`src/psi_pkg.sv`:
```
// Package with map, field layout and identifier defaults of the status block
`default_nettype none
package psi_pkg;

   localparam int PSI_ADDR_W = 5;
   localparam int PSI_DATA_W = 16;

   // Register indices on the management port
   localparam logic [4:0] PSI_REG_STATUS   = 5'h01;
   localparam logic [4:0] PSI_REG_ID_UPPER = 5'h02;
   localparam logic [4:0] PSI_REG_ID_LOWER = 5'h03;
   localparam logic [4:0] PSI_REG_DETAIL   = 5'h11;

   // Field positions
   localparam int PSI_STAT_EXTCAP_BIT   = 0;
   localparam int PSI_STAT_JABBER_BIT   = 1;
   localparam int PSI_DETAIL_JABBER_BIT = 2;
   localparam int PSI_OUI_UP_FIRST      = 3;
   localparam int PSI_OUI_UP_LAST       = 18;
   localparam int PSI_OUI_LO_FIRST      = 19;
   localparam int PSI_OUI_LO_LAST       = 24;
   localparam int PSI_OUI_LO_TOP_POS    = 15;
   localparam int PSI_OCTET_W           = 8;
   localparam int PSI_OUI_W             = 24;
   localparam int PSI_MODEL_LSB         = 4;
   localparam int PSI_MODEL_W           = 6;
   localparam int PSI_REV_LSB           = 0;
   localparam int PSI_REV_W             = 4;

   localparam logic [15:0] PSI_ZERO_WORD = 16'h0000;

   // Identifier defaults; values are arbitrary
   localparam logic [23:0] PSI_OUI_DEFAULT   = 24'h12_3456;
   localparam logic [5:0]  PSI_MODEL_DEFAULT = 6'h05;
   localparam logic [3:0]  PSI_REV_DEFAULT   = 4'h2;

   typedef struct packed {
      logic                  rd;
      logic                  wr;
      logic [PSI_ADDR_W-1:0] addr;
      logic [PSI_DATA_W-1:0] wdata;
   } psi_mgmt_req_t;

   typedef struct packed {
      logic                  rd_valid;
      logic [PSI_DATA_W-1:0] rd_data;
   } psi_mgmt_rsp_t;

   // Serial identifier bit n (1..24): octets left to right, each lsb first
   function automatic logic psi_oui_bit(input logic [23:0] oui,
                                        input int n);
      int k;
      k = (n - 1) / PSI_OCTET_W;
      return oui[PSI_OUI_W - PSI_OCTET_W * (k + 1)
                 + (n - 1) % PSI_OCTET_W];
   endfunction

   function automatic logic [15:0] psi_id_upper(input logic [23:0] oui);
      logic [15:0] w;
      w = PSI_ZERO_WORD;
      for (int n = PSI_OUI_UP_FIRST; n <= PSI_OUI_UP_LAST; n++) begin
         w[PSI_OUI_UP_LAST - n] = psi_oui_bit(oui, n);
      end
      return w;
   endfunction

   function automatic logic [15:0] psi_id_lower(input logic [23:0] oui,
                                                input logic [5:0]  model,
                                                input logic [3:0]  rev);
      logic [15:0] w;
      w = PSI_ZERO_WORD;
      for (int n = PSI_OUI_LO_FIRST; n <= PSI_OUI_LO_LAST; n++) begin
         w[PSI_OUI_LO_TOP_POS + PSI_OUI_LO_FIRST - n] = psi_oui_bit(oui, n);
      end
      w[PSI_MODEL_LSB +: PSI_MODEL_W] = model;
      w[PSI_REV_LSB +: PSI_REV_W]     = rev;
      return w;
   endfunction

endpackage
`default_nettype wire

```
`src/psi_status_id_regs.sv`:
```
// Jabber and capability status bits with the two identifier registers
//
// Summary of operation
// - Inhibit bit low: detection off, flag zero
// - Inhibit high: jabber sets flag, else holds
// - One flag shown in status and detail
// - Reading either register clears flag afterwards
// - Flag latches high until a read
// - Extended capability bit always reads one
// - Two identifier words form 32-bit identifier
// - Identifier words readable at any time
// - Identifier writes need override enable set
// - Identifier octets serialised, each lsb first
// - Identifier bits 3-18 fill upper word
// - Identifier bits 19-24 at lower 15:10
// - Model number in lower word 9:4
// - Revision number in lower word 3:0
`timescale 1ns/1ns
`default_nettype none
module psi_status_id_regs
   import psi_pkg::*;
#(
   parameter logic [23:0] OUI   = PSI_OUI_DEFAULT,
   parameter logic [5:0]  MODEL = PSI_MODEL_DEFAULT,
   parameter logic [3:0]  REV   = PSI_REV_DEFAULT
) (
   input  wire logic          clk,
   input  wire logic          sys_rst,
   input  wire logic          clk_en,
   input  wire logic          jabber_event,
   input  wire logic          jabber_inhibit,
   input  wire logic          override_write_en,
   input  wire psi_mgmt_req_t mgmt_req,
   output var  psi_mgmt_rsp_t mgmt_rsp,
   output var  logic          latch_high_flag,
   output var  logic [15:0]   identifier_word_upper,
   output var  logic [15:0]   identifier_word_lower
);

   // Reset contents built from the vendor codes
   localparam logic [15:0] ID_UPPER_RST = psi_id_upper(OUI);
   localparam logic [15:0] ID_LOWER_RST =
      psi_id_lower(OUI, MODEL, REV);

   logic        jabber_flag;
   logic [15:0] identifier_upper_word;
   logic [15:0] identifier_lower_word;

   // Address decode
   wire sel_status = mgmt_req.addr == PSI_REG_STATUS;
   wire sel_detail = mgmt_req.addr == PSI_REG_DETAIL;
   wire sel_upper  = mgmt_req.addr == PSI_REG_ID_UPPER;
   wire sel_lower  = mgmt_req.addr == PSI_REG_ID_LOWER;

   wire read_clear = mgmt_req.rd & (sel_status | sel_detail);
   wire id_wr_ok   = mgmt_req.wr & override_write_en;
   wire wr_upper   = id_wr_ok & sel_upper;
   wire wr_lower   = id_wr_ok & sel_lower;

   // Register images as seen on a read
   logic [15:0] link_status_flags;
   logic [15:0] fast_detail_status;
   always_comb begin
      link_status_flags = PSI_ZERO_WORD;
      link_status_flags[PSI_STAT_EXTCAP_BIT] = 1'b1;
      link_status_flags[PSI_STAT_JABBER_BIT] = jabber_flag;
      fast_detail_status = PSI_ZERO_WORD;
      fast_detail_status[PSI_DETAIL_JABBER_BIT] = jabber_flag;
   end

   wire [15:0] read_mux =
      sel_status ? link_status_flags :
      sel_detail ? fast_detail_status :
      sel_upper  ? identifier_upper_word :
      sel_lower  ? identifier_lower_word :
      PSI_ZERO_WORD;

   // Jabber flag next value; an event beats a read clear
   logic next_jabber_flag;
   always_comb begin
      if (!jabber_inhibit) begin
         next_jabber_flag = 1'b0;
      end else if (jabber_event) begin
         next_jabber_flag = 1'b1;
      end else if (read_clear) begin
         next_jabber_flag = 1'b0;
      end else begin
         next_jabber_flag = jabber_flag;
      end
   end

   always_ff @(posedge clk) begin
      if (sys_rst) begin
         jabber_flag <= 1'b0;
      end else if (clk_en) begin
         jabber_flag <= next_jabber_flag;
      end
   end

   // Identifier words; bits 1 and 2 have no storage
   always_ff @(posedge clk) begin
      if (sys_rst) begin
         identifier_upper_word <= ID_UPPER_RST;
         identifier_lower_word <= ID_LOWER_RST;
      end else if (clk_en) begin
         if (wr_upper) begin
            identifier_upper_word <= mgmt_req.wdata;
         end
         if (wr_lower) begin
            identifier_lower_word <= mgmt_req.wdata;
         end
      end
   end

   // Read answer, registered; value sampled before the clear
   always_ff @(posedge clk) begin
      if (sys_rst) begin
         mgmt_rsp <= '0;
      end else if (clk_en) begin
         mgmt_rsp.rd_valid <= mgmt_req.rd;
         mgmt_rsp.rd_data  <= mgmt_req.rd ? read_mux : PSI_ZERO_WORD;
      end
   end

   // Mirrored outputs
   always_ff @(posedge clk) begin
      if (sys_rst) begin
         latch_high_flag       <= 1'b0;
         identifier_word_upper <= ID_UPPER_RST;
         identifier_word_lower <= ID_LOWER_RST;
      end else if (clk_en) begin
         latch_high_flag       <= next_jabber_flag;
         identifier_word_upper <= wr_upper ? mgmt_req.wdata
                                           : identifier_upper_word;
         identifier_word_lower <= wr_lower ? mgmt_req.wdata
                                           : identifier_lower_word;
      end
   end

   // Checks

   property p_inhibit_zero;
      @(posedge clk) disable iff (sys_rst)
      clk_en && !jabber_inhibit |=> !jabber_flag && !latch_high_flag;
   endproperty
   a_inhibit_zero: assert property (p_inhibit_zero)
      else $error("Jabber flag set while detection inhibited");

   property p_event_sets;
      @(posedge clk) disable iff (sys_rst)
      clk_en && jabber_inhibit && jabber_event |=> jabber_flag;
   endproperty
   a_event_sets: assert property (p_event_sets)
      else $error("Jabber event did not set the flag");

   property p_flag_holds;
      @(posedge clk) disable iff (sys_rst)
      clk_en && jabber_inhibit && !jabber_event && !mgmt_req.rd
      |=> $stable(jabber_flag);
   endproperty
   a_flag_holds: assert property (p_flag_holds)
      else $error("Jabber flag changed without cause");

   property p_status_mirror;
      @(posedge clk) disable iff (sys_rst)
      clk_en && mgmt_req.rd && sel_status
      |=> mgmt_rsp.rd_valid
          && mgmt_rsp.rd_data[PSI_STAT_JABBER_BIT] == $past(jabber_flag)
          && mgmt_rsp.rd_data[PSI_STAT_EXTCAP_BIT];
   endproperty
   a_status_mirror: assert property (p_status_mirror)
      else $error("Status read returned wrong jabber or capability bit");

   property p_detail_mirror;
      @(posedge clk) disable iff (sys_rst)
      clk_en && mgmt_req.rd && sel_detail
      |=> mgmt_rsp.rd_data[PSI_DETAIL_JABBER_BIT] == $past(jabber_flag);
   endproperty
   a_detail_mirror: assert property (p_detail_mirror)
      else $error("Detail read returned wrong jabber bit");

   property p_read_clears;
      @(posedge clk) disable iff (sys_rst)
      clk_en && read_clear && !jabber_event |=> !jabber_flag;
   endproperty
   a_read_clears: assert property (p_read_clears)
      else $error("Status read did not clear jabber flag");

   property p_extcap_one;
      @(posedge clk) disable iff (sys_rst)
      clk_en && mgmt_req.rd && sel_status ##1 clk_en && mgmt_req.rd
      |=> mgmt_rsp.rd_data[PSI_STAT_EXTCAP_BIT] == 1'b1 || !$past(sel_status);
   endproperty
   a_extcap_one: assert property (p_extcap_one)
      else $error("Extended capability bit read as zero");

   property p_id_read;
      @(posedge clk) disable iff (sys_rst)
      clk_en && mgmt_req.rd && sel_upper
      |=> mgmt_rsp.rd_data == $past(identifier_upper_word);
   endproperty
   a_id_read: assert property (p_id_read)
      else $error("Identifier read returned wrong value");

   property p_id_blocked;
      @(posedge clk) disable iff (sys_rst)
      clk_en && mgmt_req.wr && !override_write_en && (sel_upper || sel_lower)
      |=> $stable(identifier_upper_word) && $stable(identifier_lower_word);
   endproperty
   a_id_blocked: assert property (p_id_blocked)
      else $error("Identifier changed without override enable");

   property p_id_written;
      @(posedge clk) disable iff (sys_rst)
      clk_en && mgmt_req.wr && override_write_en && sel_lower
      |=> identifier_lower_word == $past(mgmt_req.wdata)
          && identifier_word_lower == identifier_lower_word;
   endproperty
   a_id_written: assert property (p_id_written)
      else $error("Enabled identifier write not stored");

   property p_freeze;
      @(posedge clk) disable iff (sys_rst)
      !clk_en |=> $stable(jabber_flag) && $stable(mgmt_rsp);
   endproperty
   a_freeze: assert property (p_freeze)
      else $error("State changed while clock enable low");

   property p_mirror_flag;
      @(posedge clk) disable iff (sys_rst)
      latch_high_flag == jabber_flag;
   endproperty
   a_mirror_flag: assert property (p_mirror_flag)
      else $error("Flag output differs from internal flag");

   property p_id_mirror;
      @(posedge clk) disable iff (sys_rst)
      identifier_word_upper == identifier_upper_word
      && identifier_word_lower == identifier_lower_word;
   endproperty
   a_id_mirror: assert property (p_id_mirror)
      else $error("Identifier outputs differ from stored words");

   property p_rd_valid_one;
      @(posedge clk) disable iff (sys_rst)
      clk_en && mgmt_req.rd |=> mgmt_rsp.rd_valid;
   endproperty
   a_rd_valid_one: assert property (p_rd_valid_one)
      else $error("Read not answered one cycle later");

   property p_rsp_one_cycle;
      @(posedge clk) disable iff (sys_rst)
      clk_en && !mgmt_req.rd |=> !mgmt_rsp.rd_valid;
   endproperty
   a_rsp_one_cycle: assert property (p_rsp_one_cycle)
      else $error("Read answer without a read");

   property p_rd_idle_zero;
      @(posedge clk) disable iff (sys_rst)
      !mgmt_rsp.rd_valid |-> mgmt_rsp.rd_data == PSI_ZERO_WORD;
   endproperty
   a_rd_idle_zero: assert property (p_rd_idle_zero)
      else $error("Read data not zero while no answer");

   property p_id_lower_read;
      @(posedge clk) disable iff (sys_rst)
      clk_en && mgmt_req.rd && sel_lower
      |=> mgmt_rsp.rd_data == $past(identifier_lower_word);
   endproperty
   a_id_lower_read: assert property (p_id_lower_read)
      else $error("Lower identifier read returned wrong value");

   property p_upper_write;
      @(posedge clk) disable iff (sys_rst)
      clk_en && mgmt_req.wr && override_write_en && sel_upper
      |=> identifier_upper_word == $past(mgmt_req.wdata);
   endproperty
   a_upper_write: assert property (p_upper_write)
      else $error("Enabled upper identifier write not stored");

   property p_freeze_id;
      @(posedge clk) disable iff (sys_rst)
      !clk_en |=> $stable(identifier_upper_word)
                  && $stable(identifier_lower_word)
                  && $stable(latch_high_flag);
   endproperty
   a_freeze_id: assert property (p_freeze_id)
      else $error("Identifier or flag output changed while frozen");

   property p_set_beats_clear;
      @(posedge clk) disable iff (sys_rst)
      clk_en && jabber_inhibit && jabber_event && read_clear
      |=> jabber_flag && latch_high_flag;
   endproperty
   a_set_beats_clear: assert property (p_set_beats_clear)
      else $error("Read clear won over a jabber event");

   property p_unmapped_zero;
      @(posedge clk) disable iff (sys_rst)
      clk_en && mgmt_req.rd
      && !(sel_status || sel_detail || sel_upper || sel_lower)
      |=> mgmt_rsp.rd_data == PSI_ZERO_WORD;
   endproperty
   a_unmapped_zero: assert property (p_unmapped_zero)
      else $error("Unmapped read returned nonzero data");

   c_jabber_then_read: cover property (@(posedge clk) disable iff (sys_rst)
      jabber_flag ##1 (clk_en && read_clear) ##1 !jabber_flag);
   c_set_beats_clear: cover property (@(posedge clk) disable iff (sys_rst)
      clk_en && jabber_inhibit && jabber_event && read_clear);
   c_id_write: cover property (@(posedge clk) disable iff (sys_rst)
      clk_en && wr_upper);
   c_id_blocked: cover property (@(posedge clk) disable iff (sys_rst)
      clk_en && mgmt_req.wr && !override_write_en && sel_upper);
   c_frozen_event: cover property (@(posedge clk) disable iff (sys_rst)
      !clk_en && jabber_inhibit && jabber_event);

endmodule
`default_nettype wire

```
`config.mk`:
```
export PLATFORM = sky130hd
export DESIGN_NAME = psi_status_id_regs
export DESIGN_NICKNAME = d
export VERILOG_FILES = /design/src/psi_pkg.sv /design/src/psi_status_id_regs.sv
export SDC_FILE = /design/constraint.sdc
export NUM_CORES = 1
export LEC_CHECK = 0
export ABC_AREA = 1
export BUFFER_PORTS_ARGS = -buffer_cell sky130_fd_sc_hd__buf_2
export CORE_UTILIZATION = 49
export DETAILED_ROUTE_END_ITERATION = 7
export GPL_ROUTABILITY_DRIVEN = 0
export PLACE_DENSITY = 0.79
export SLEW_MARGIN = 10
export SYNTH_ARGS = -nofsm -noshare
export SYNTH_HDL_FRONTEND = slang
export SYNTH_SLANG_ARGS = --single-unit
```
`constraint.sdc`:
```
create_clock -name clk -period 1.25 [get_ports clk]
set_clock_uncertainty 0.05 [all_clocks]
set_input_delay 0.125 -clock clk [delete_from_list [all_inputs] [get_ports clk]]
set_output_delay 0.125 -clock clk [all_outputs]
set_load 0.005 [all_outputs]
```
# Word level (Yosys, flattened, before mapping)
# Cells that the tools add are included.
# word_totals
ff_bits	50
wordCells	28
in_bits	29
out_inout_bits	50
# classes
n_reduce_logical	3
bitwise_logic	5
muxes	10
n_eq_ne	5
# ops
operator	count
$mux 16	7
$eq 5x2->1 const B	2
$reduce_and 2->1	3
$eq 5x1->1 const B	1
$eq 5x5->1 const B	1
$and 1x1->1	4
$mux 1	3
$ne 3x2->1 const B	1
$or 1x1->1	1

# Logic depth before layout (Yosys ltp)
# Gate-level depths: netlist of the first run.
# depth
word_depth	6
ltp_mapped	7
depth_no_buf	6

# Worst setup path after synthesis of the first run
# No wires, ideal clock.
# synth_timing
path_kind	input to register
startpoint	in mgmt_req[19] in the netlist's numbering
endpoint	reg mgmt_rsp[13] in the netlist's numbering
arrival_time_ns	0.934
required_time_ns	1.065
path_buffers	1
setup_time_ns	0.135
stages	7
setup_slack_ns	0.132
path_cell_list	nor2_4 > nand3_1 > nand2_1 > inv_1 > buf_2 > nand2_1 > a21oi_2
# synth_via
elab_chain_cells	6
word_cells_on_any_way	9
cone_classes	4 x eq/ne; 5 x mux
# synth_rtl
element	line_no	rtl
from (decl)	psi_status_id_regs.sv:33	input wire psi_mgmt_req_t mgmt_req,
$eq 5x2->1	psi_status_id_regs.sv:53	wire sel_lower = mgmt_req.addr == PSI_REG_ID_LOWER;
$mux 16	psi_status_id_regs.sv:75	sel_lower ? identifier_lower_word :
$mux 16	psi_status_id_regs.sv:74	sel_upper ? identifier_upper_word :
$mux 16	psi_status_id_regs.sv:73	sel_detail ? fast_detail_status :
$mux 16 *	psi_status_id_regs.sv:72	sel_status ? link_status_flags :
$mux 16 *	psi_status_id_regs.sv:121	mgmt_rsp.rd_data <= mgmt_req.rd ? read_mux : PSI_ZERO_WORD;
to (decl)	psi_status_id_regs.sv:34	output var psi_mgmt_rsp_t mgmt_rsp,
# Every way passes the cells marked *; elsewhere a longest branch is shown, timed or not.
# A chain may end at the register's enable or synchronous reset.

# Worst setup path after layout of the first run
# layout_timing
startpoint	in mgmt_req[19] in the netlist's numbering
endpoint	reg identifier_word_lower[7]
# layout_via
elab_chain_cells	3
# layout_rtl
element	line_no	rtl
$eq 5x2->1	psi_status_id_regs.sv:53	
$and 1x1->1	psi_status_id_regs.sv:58	wire wr_lower = id_wr_ok & sel_lower;
$reduce_and 2->1 (no source line)	-	
to (signal assigned)	psi_status_id_regs.sv:135	identifier_word_lower <= wr_lower ? mgmt_req.wdata
to (decl)	psi_status_id_regs.sv:37	output var logic [15:0] identifier_word_lower
# Every way passes these cells.

==> impl_metrics.env, run 1 <==
export IMPL_crit_fanout=16
export IMPL_final_max_slew_violation_count=0
export IMPL_routed_wl_mm=5.54
export IMPL_die_y_um=69.0
export IMPL_io_pins=79
export IMPL_grt_use_met1_pct=32.3
export IMPL_htree_num_levels=2
export IMPL_synth_cell_types=24
export IMPL_multi_input_area_um2=976
export IMPL_cts_tree="yes"
export IMPL_cp_num_buf_inv=2
export IMPL_power_mw=2.75
export IMPL_vias=2198
export IMPL_slowest_stage="o21ai_0"
export IMPL_clk_latency_ns=0.30
export IMPL_ant_nets=0
export IMPL_start_util_pct=50.9
export IMPL_peakVddDrop_mv=0.575
export IMPL_die_area_um2=4770
export IMPL_drv_cap=0
export IMPL_cp_end_kind="flop"
export IMPL_first_pass_iters=4
export IMPL_port_buffers=78
export IMPL_nets=401
export IMPL_drive_above_1_share_pct=33.6
export IMPL_power_density_nw_per_um2=970
export IMPL_syn_nets=311
export IMPL_cellLeakagePower_nw=1.31
export IMPL_synth_area_per_cell_um2=7.81
export IMPL_ys_seq_area_share_pct=45.5
export IMPL_postLayoutCoreUtil_pct=65.5
export IMPL_slowest_delay_ns=0.24
export IMPL_clkSlewWorstSetupHoldPaths_ns=0.08
export IMPL_ctsHoldBuffers=0
export IMPL_switchingPower_mw=0.662
export IMPL_grtUsageMet2_pct=38.5
export IMPL_min_path_cells=3
export IMPL_yosysWarningCount=0
export IMPL_overflow=0
export IMPL_tightestPinTransition_ns=0.355
export IMPL_antenna_found_initial=0
export IMPL_use_met3_pct=4.09
export IMPL_switching_share_pct=24.1
export IMPL_intPower_mw=2.09
export IMPL_critPathTopFamily="simple AND/OR/NAND/NOR gates"
export IMPL_hold_viol=0
export IMPL_layout_min_cycle_time_ns=1.04
export IMPL_required_ns=1.39
export IMPL_final_common_cell="buf_2"
export IMPL_place_area_um2=2750
export IMPL_design_area_um2=2830
export IMPL_rows=24
export IMPL_diodes=0
export IMPL_pwr_share_clk_pct=32.3
export IMPL_post_cts_setup_buffers=0
export IMPL_setup_tns_ns=0
export IMPL_cp_data_arrival_time_ns=1.18
export IMPL_synthCells=282
export IMPL_cts_repair_resized=0
export IMPL_die_w_um=69.0
export IMPL_synth_top_cell_area_share_pct=45.5
export IMPL_clock_sinks=50
export IMPL_grt_pass1_wl_mm=9.39
export IMPL_dp_hpwl_mm=4.20
export IMPL_cts_root_buffer="clkbuf_8"
export IMPL_p_comb_share_pct=9.2
export IMPL_drc=0
export IMPL_drt_initial_drc_count=141
export IMPL_final_cell_mix="78 x buf_2, 56 x nand2_1, 50 x dfxtp_1"
export IMPL_yosysTopAreaCell="dfxtp_1"
export IMPL_fillers=401
export IMPL_fmax_mhz=959
export IMPL_synth_seq_cells=50
export IMPL_rsz0062_at_grt="false"
export IMPL_status="complete, no violations"
export IMPL_numCtsBuffers=5
export IMPL_period_share_pct=83.5
export IMPL_crit_type="in2reg"
export IMPL_synth_area_um2=2200
export IMPL_wl_per_cell_um=13.1
export IMPL_whs_ns=0.00273
export IMPL_setup_viol=0
export IMPL_clock_path_buffers=2
export IMPL_groute_usage_overall_pct=23.8
export IMPL_hp_class="in2reg"
export IMPL_grt_max_degree=34
export IMPL_worstRegToRegCells=4
export IMPL_syn2layout_area_growth_pct=28.7
export IMPL_coreArea_um2=4320
export IMPL_ys_top_cells_by_area="dfxtp_1 45%, nand2_1 9.5%, a21oi_1 5.9%"
export IMPL_slew_headroom_pct=76.3
export IMPL_seqPwrFrac_pct=58.5
export IMPL_startpoint_type="primary input"
export IMPL_viasPerCell=5.18
export IMPL_busiest_layer="met2"
export IMPL_final_seq_area_um2=1000
export IMPL_grt_pass1_vias=2061
export IMPL_crit_chain="buf_2 -> nor2_4 -> buf_4 -> nand4_4 -> o21ai_0 -> a21oi_1"
export IMPL_cp_depth=6
==> metrics by stage <==
stage	setup slack, ns	cells
detailed placement	-0.104	417
finish	0.207	424
global route	0.124	424
CTS	0.219	424
floorplan	0.132	282
global placement	-0.0425	417
==> power groups by stage <==
stage          Sequential (mW)  Combinational (mW)  Clock [mW]
2_1_floorplan             1.65               0.131           0
5_1_grt                   1.61               0.280       0.973
6_report                  1.61               0.253       0.888
4_1_cts                   1.61               0.252       0.900
3_3_place_gp              1.64               0.248           0
3_5_place_dp              1.64               0.252           0
==> metal layers <==
layer / up-vias / routed length (µm)
li1: 1132 / -
met1: 1000 / 2630
met2: 59 / 2590
met3: 7 / 255
met4: 0 / 65
met5: - / 0
==> final timing paths <==
path / startpoint / to / slack (ns)
worst max-delay path: mgmt_req[19] / identifier_word_lower[7] / 0.21
worst min-delay path: mgmt_req[5] / identifier_word_upper[5] / 0.003
worst max register to register: latch_high_flag / mgmt_rsp[1] / 0.32
worst min register to register: mgmt_rsp[10] / mgmt_rsp[10] / 0.41
==> layout make-up <==
type / instances / area share [%]
Sequential cell: 50 / 35.3
Multi-Input combinational cell: 187 / 34.4
Timing Repair Buffer: 100 / 21.4
Inverter: 28 / 3.75
Clock buffer: 6 / 2.56
Tap cell: 52 / 2.30
Clock inverter: 1 / 0.265
==> Yosys cell counts <==
library cell / instances
o21ai_1: 12
buf_6: 4
inv_2: 2
a21oi_1: 26
o211ai_2: 1
nand4_1: 19
nand2_1: 56
o21ai_0: 25
nor2_4: 4
o211ai_1: 4
a21oi_2: 5
nor2_1: 19
clkbuf_1: 5
nand4_4: 2
buf_2: 5
buf_8: 1
nor3_1: 1
dfxtp_1: 50
clkinv_2: 1
buf_4: 2
nand3_2: 3
nand3_1: 9
nand2_2: 1
inv_1: 25
==> worst min-delay path: stages <==
cell and delay (ns):
buf_2 0.09, nand2_1 0.05, nand3_1 0.06
==> cells by family after synthesis <==
logic type | Yosys count | synth area share, %
AND/OR/NAND/NOR | 114 | 26.1
flip-flops | 50 | 45.5
AO/OA/AOI/OAI | 73 | 18.2
buffers and inverters | 45 | 10.2
==> sequential cells by signal (all words and copies together) (netlist names) <==
signal / flops
mgmt_rsp: 17
identifier_word_lower: 16
latch_high_flag: 1
identifier_word_upper: 16
Note: power is estimated with default switching activity, not from simulation.
==> run 2: changes to the inputs <==
--- a/config.mk
+++ b/config.mk
@@ -5,12 +5,12 @@
 export SDC_FILE = /design/constraint.sdc
 export NUM_CORES = 1
 export LEC_CHECK = 0
-export ABC_AREA = 1
+export ABC_AREA = 0
 export BUFFER_PORTS_ARGS = -buffer_cell sky130_fd_sc_hd__buf_2
-export CORE_UTILIZATION = 49
+export CORE_UTILIZATION = 44
 export DETAILED_ROUTE_END_ITERATION = 7
 export GPL_ROUTABILITY_DRIVEN = 0
-export PLACE_DENSITY = 0.79
+export PLACE_DENSITY = 0.75
 export SLEW_MARGIN = 10
 export SYNTH_ARGS = -nofsm -noshare
 export SYNTH_HDL_FRONTEND = slang
==> constraint.sdc (replaced) <==
create_clock -name clk -period 0.94 [get_ports clk]
set_clock_uncertainty 0.05 [all_clocks]
set_input_delay 0.094 -clock clk [delete_from_list [all_inputs] [get_ports clk]]
set_output_delay 0.094 -clock clk [all_outputs]
set_load 0.005 [all_outputs]
==> run 2 against run 1 <==
Effect of this change:
- the flow now finishes with violations (negative setup slack)
- critical path depth is 3 lower
- highest routed layer unchanged
- sequential share of layout area fell by 4.1 points
- first-iteration DRC count is 5.0% higher
- combinational power grew 80%
- core utilization rose by 5.9 points
- sequential power grew 32%
==> impl_metrics.env, run 2 <==
export IMPL_ys_top_cells_by_area="dfxtp_1 47%, mux2i_1 19%, nand2b_1 6.7%"
export IMPL_synth_flop_cell="dfxtp_1"
export IMPL_required_ns=1.13
export IMPL_ys_seq_area_share_pct=46.5
export IMPL_diodes=0
export IMPL_synth_cell_types=30
export IMPL_synth_area_per_cell_um2=9.47
export IMPL_period_share_pct=133
export IMPL_grt_pass1_vias=1989
export IMPL_port_buffers=78
export IMPL_syn_nets=256
export IMPL_first_pass_iters=4
export IMPL_slowest_stage="or4_4"
export IMPL_io_pins=79
export IMPL_whs_ns=0.00712
export IMPL_registers_top_by_ff_count="mgmt_rsp"
export IMPL_grt_max_degree=33
export IMPL_cellLeakagePower_nw=1.50
export IMPL_groute_usage_overall_pct=22.9
export IMPL_synth_edf_count=0
export IMPL_cp_end_kind="flop"
export IMPL_worst_slack_ns=-0.312
export IMPL_ant_nets=0
export IMPL_htree_num_levels=2
export IMPL_crit_fanout=2
export IMPL_dp_hpwl_mm=4.12
export IMPL_cts_root_buffer="clkbuf_8"
export IMPL_viasPerCell=5.18
export IMPL_rows=25
export IMPL_clkSlewWorstSetupHoldPaths_ns=0.09
export IMPL_clock_sinks=50
export IMPL_intPower_mw=3.03
export IMPL_hold_viol=0
export IMPL_drv_cap=0
export IMPL_startpoint_type="flop"
export IMPL_clk_latency_ns=0.30
export IMPL_cp_num_buf_inv=0
export IMPL_crit_chain="and3b_1 -> or4_4 -> a21oi_2"
export IMPL_reg_top3="mgmt_rsp: 17 flops, identifier_word_lower: 16 flops, identifier_word_upper: 16 flops"
export IMPL_grt_pass1_wl_mm=9.18
export IMPL_setup_viol=25
export IMPL_critPathTopFamily="simple AND/OR/NAND/NOR gates"
export IMPL_overflow=0
export IMPL_seqPwrFrac_pct=53.7
export IMPL_wl_per_cell_um=15.0
export IMPL_start_util_pct=45.5
export IMPL_drive_above_1_share_pct=55.5
export IMPL_synth_common_cells="50 x dfxtp_1, 40 x mux2i_1, 23 x nand2b_1, 21 x nor2_1, 16 x nand2_1"
export IMPL_die_y_um=71.9
export IMPL_switching_share_pct=23.8
export IMPL_violations="negative setup slack"
export IMPL_hp_class="in2reg"
export IMPL_routed_wl_mm=6.19
export IMPL_final_common_cell="buf_2"
export IMPL_antenna_found_initial=0
export IMPL_fillers=320
export IMPL_coreArea_um2=4720
export IMPL_synthCells=227
export IMPL_syn2layout_area_growth_pct=56.9
export IMPL_final_cell_mix="67 x buf_2, 40 x mux2i_1, 40 x dfxtp_2"
export IMPL_vias=2140
export IMPL_clock_path_buffers=2
export IMPL_final_max_slew_violation_count=0
export IMPL_crit_type="reg2reg"
export IMPL_fmax_mhz=798
export IMPL_die_area_um2=5170
export IMPL_cts_tree="yes"
export IMPL_peakVddDrop_mv=0.689
export IMPL_die_w_um=71.9
export IMPL_synth_async_sr_flop_share_pct=0
export IMPL_synth_top_cell_area_share_pct=46.5
export IMPL_power_density_nw_per_um2=1180
export IMPL_yosysTopAreaCell="dfxtp_1"
export IMPL_synth_area_um2=2150
export IMPL_tightestPinTransition_ns=0.301
export IMPL_slowest_delay_ns=0.51
export IMPL_p_comb_share_pct=11.5
export IMPL_rsz0062_at_grt="true"
export IMPL_layout_min_cycle_time_ns=1.25
export IMPL_largest_reg_flops=17
export IMPL_pwr_share_clk_pct=34.9
export IMPL_yosysMostFrequentCell="dfxtp_1"
export IMPL_status="finished with violations"
export IMPL_cp_data_arrival_time_ns=1.44
export IMPL_yosysWarningCount=0
export IMPL_drt_initial_drc_count=148
export IMPL_nets=374
export IMPL_drc=0
export IMPL_numCtsBuffers=5
export IMPL_slew_headroom_pct=79.9
export IMPL_power_mw=3.97
export IMPL_synth_seq_cells=50
export IMPL_switchingPower_mw=0.947
-- run 2: changes by cell type after synthesis, moves of 12 or more --
cell and delta:
a21oi_1 -16, inv_1 -25, mux2i_1 +40, nand2_1 -40
nand2b_1 +23, o21ai_1 -12
-- run 2: power by group through the flow --
stage	Clock, mW	Sequential (mW)	Combinational [mW]
3_5_place_dp	0	2.18	0.382
2_1_floorplan	0	2.18	0.195
3_3_place_gp	0	2.18	0.376
5_1_grt	1.51	2.14	0.484
6_report	1.39	2.13	0.456
4_1_cts	1.40	2.13	0.415
-- run 2: path summary, 6_finish.rpt --
path	from	slack, ns	endpoint	cells after the start
worst min-delay path	mgmt_req[4]	0.007	identifier_word_upper[4]	3
worst max register to register	identifier_word_lower[0]	-0.31	mgmt_rsp[0]	3
worst min register to register	mgmt_rsp[11]	0.40	mgmt_rsp[11]	2
worst max-delay path	identifier_word_lower[0]	-0.31	mgmt_rsp[0]	3
-- run 2: kinds of logic (layout without fill, tap and decap cells) --
logic type | Yosys count | after routing | share of synthesized area [%]
flip-flops | 50 | 50 | 46.5
multiplexers | 40 | 40 | 18.6
buffers and inverters | 18 | 137 | 3.90
AO/OA/AOI/OAI | 36 | 36 | 9.89
AND/OR/NAND/NOR | 83 | 83 | 21.1
-- run 2: through the flow --
stage          cells  instance area, µm²  utilization, %  setup TNS [ns]  setup slack (ns)
6_report         413                3370            71.4           -1.68            -0.312
3_5_place_dp     391                2890            61.1          -16.57            -0.489
3_3_place_gp     391                2890            61.1          -15.60            -0.453
4_1_cts          404                3160            66.9           -1.34            -0.315
2_1_floorplan    227                2230               -           -6.59            -0.348
5_1_grt          413                3370            71.4           -2.46            -0.357
-- run 2: worst register-to-register path: stages, from the launching register on --
cell     delay, ns
dfxtp_2       0.34
and3b_1       0.18
or4_4         0.51
a21oi_2       0.12
-- run 2: metal layers --
layer	vias up	share of wire [%]	global-route usage, %
met5	-	0	0
met2	66	51	40.3
li1	1038	-	-
met1	1027	44	28.1
met3	9	4.2	5.00
met4	0	1.7	7.19
-- run 2: cell type report --
class	instances	area, µm²	area share [%]
sequential	50	1050	31.3
multi-input combinational	159	1200	35.6
inverter	1	5.00	0.148
tap	67	83.8	2.48
clock buffer	7	96.3	2.86
timing repair buffer	128	925	27.4
clock inverter	1	8.76	0.260
-- run 2: what timing repair did --
| item | 4_1_cts | 5_1_grt |
|---|---|---|
| pin swaps | 10 | 9 |
| setup endpoints to repair | 43 | 73 |
| gates cloned | 1 | 0 |
| resized for setup | 42 | 44 |
| endpoints found under the hold margin | 3 | 0 |
| hold buffers | 3 | 0 |
| setup buffers | 2 | 10 |
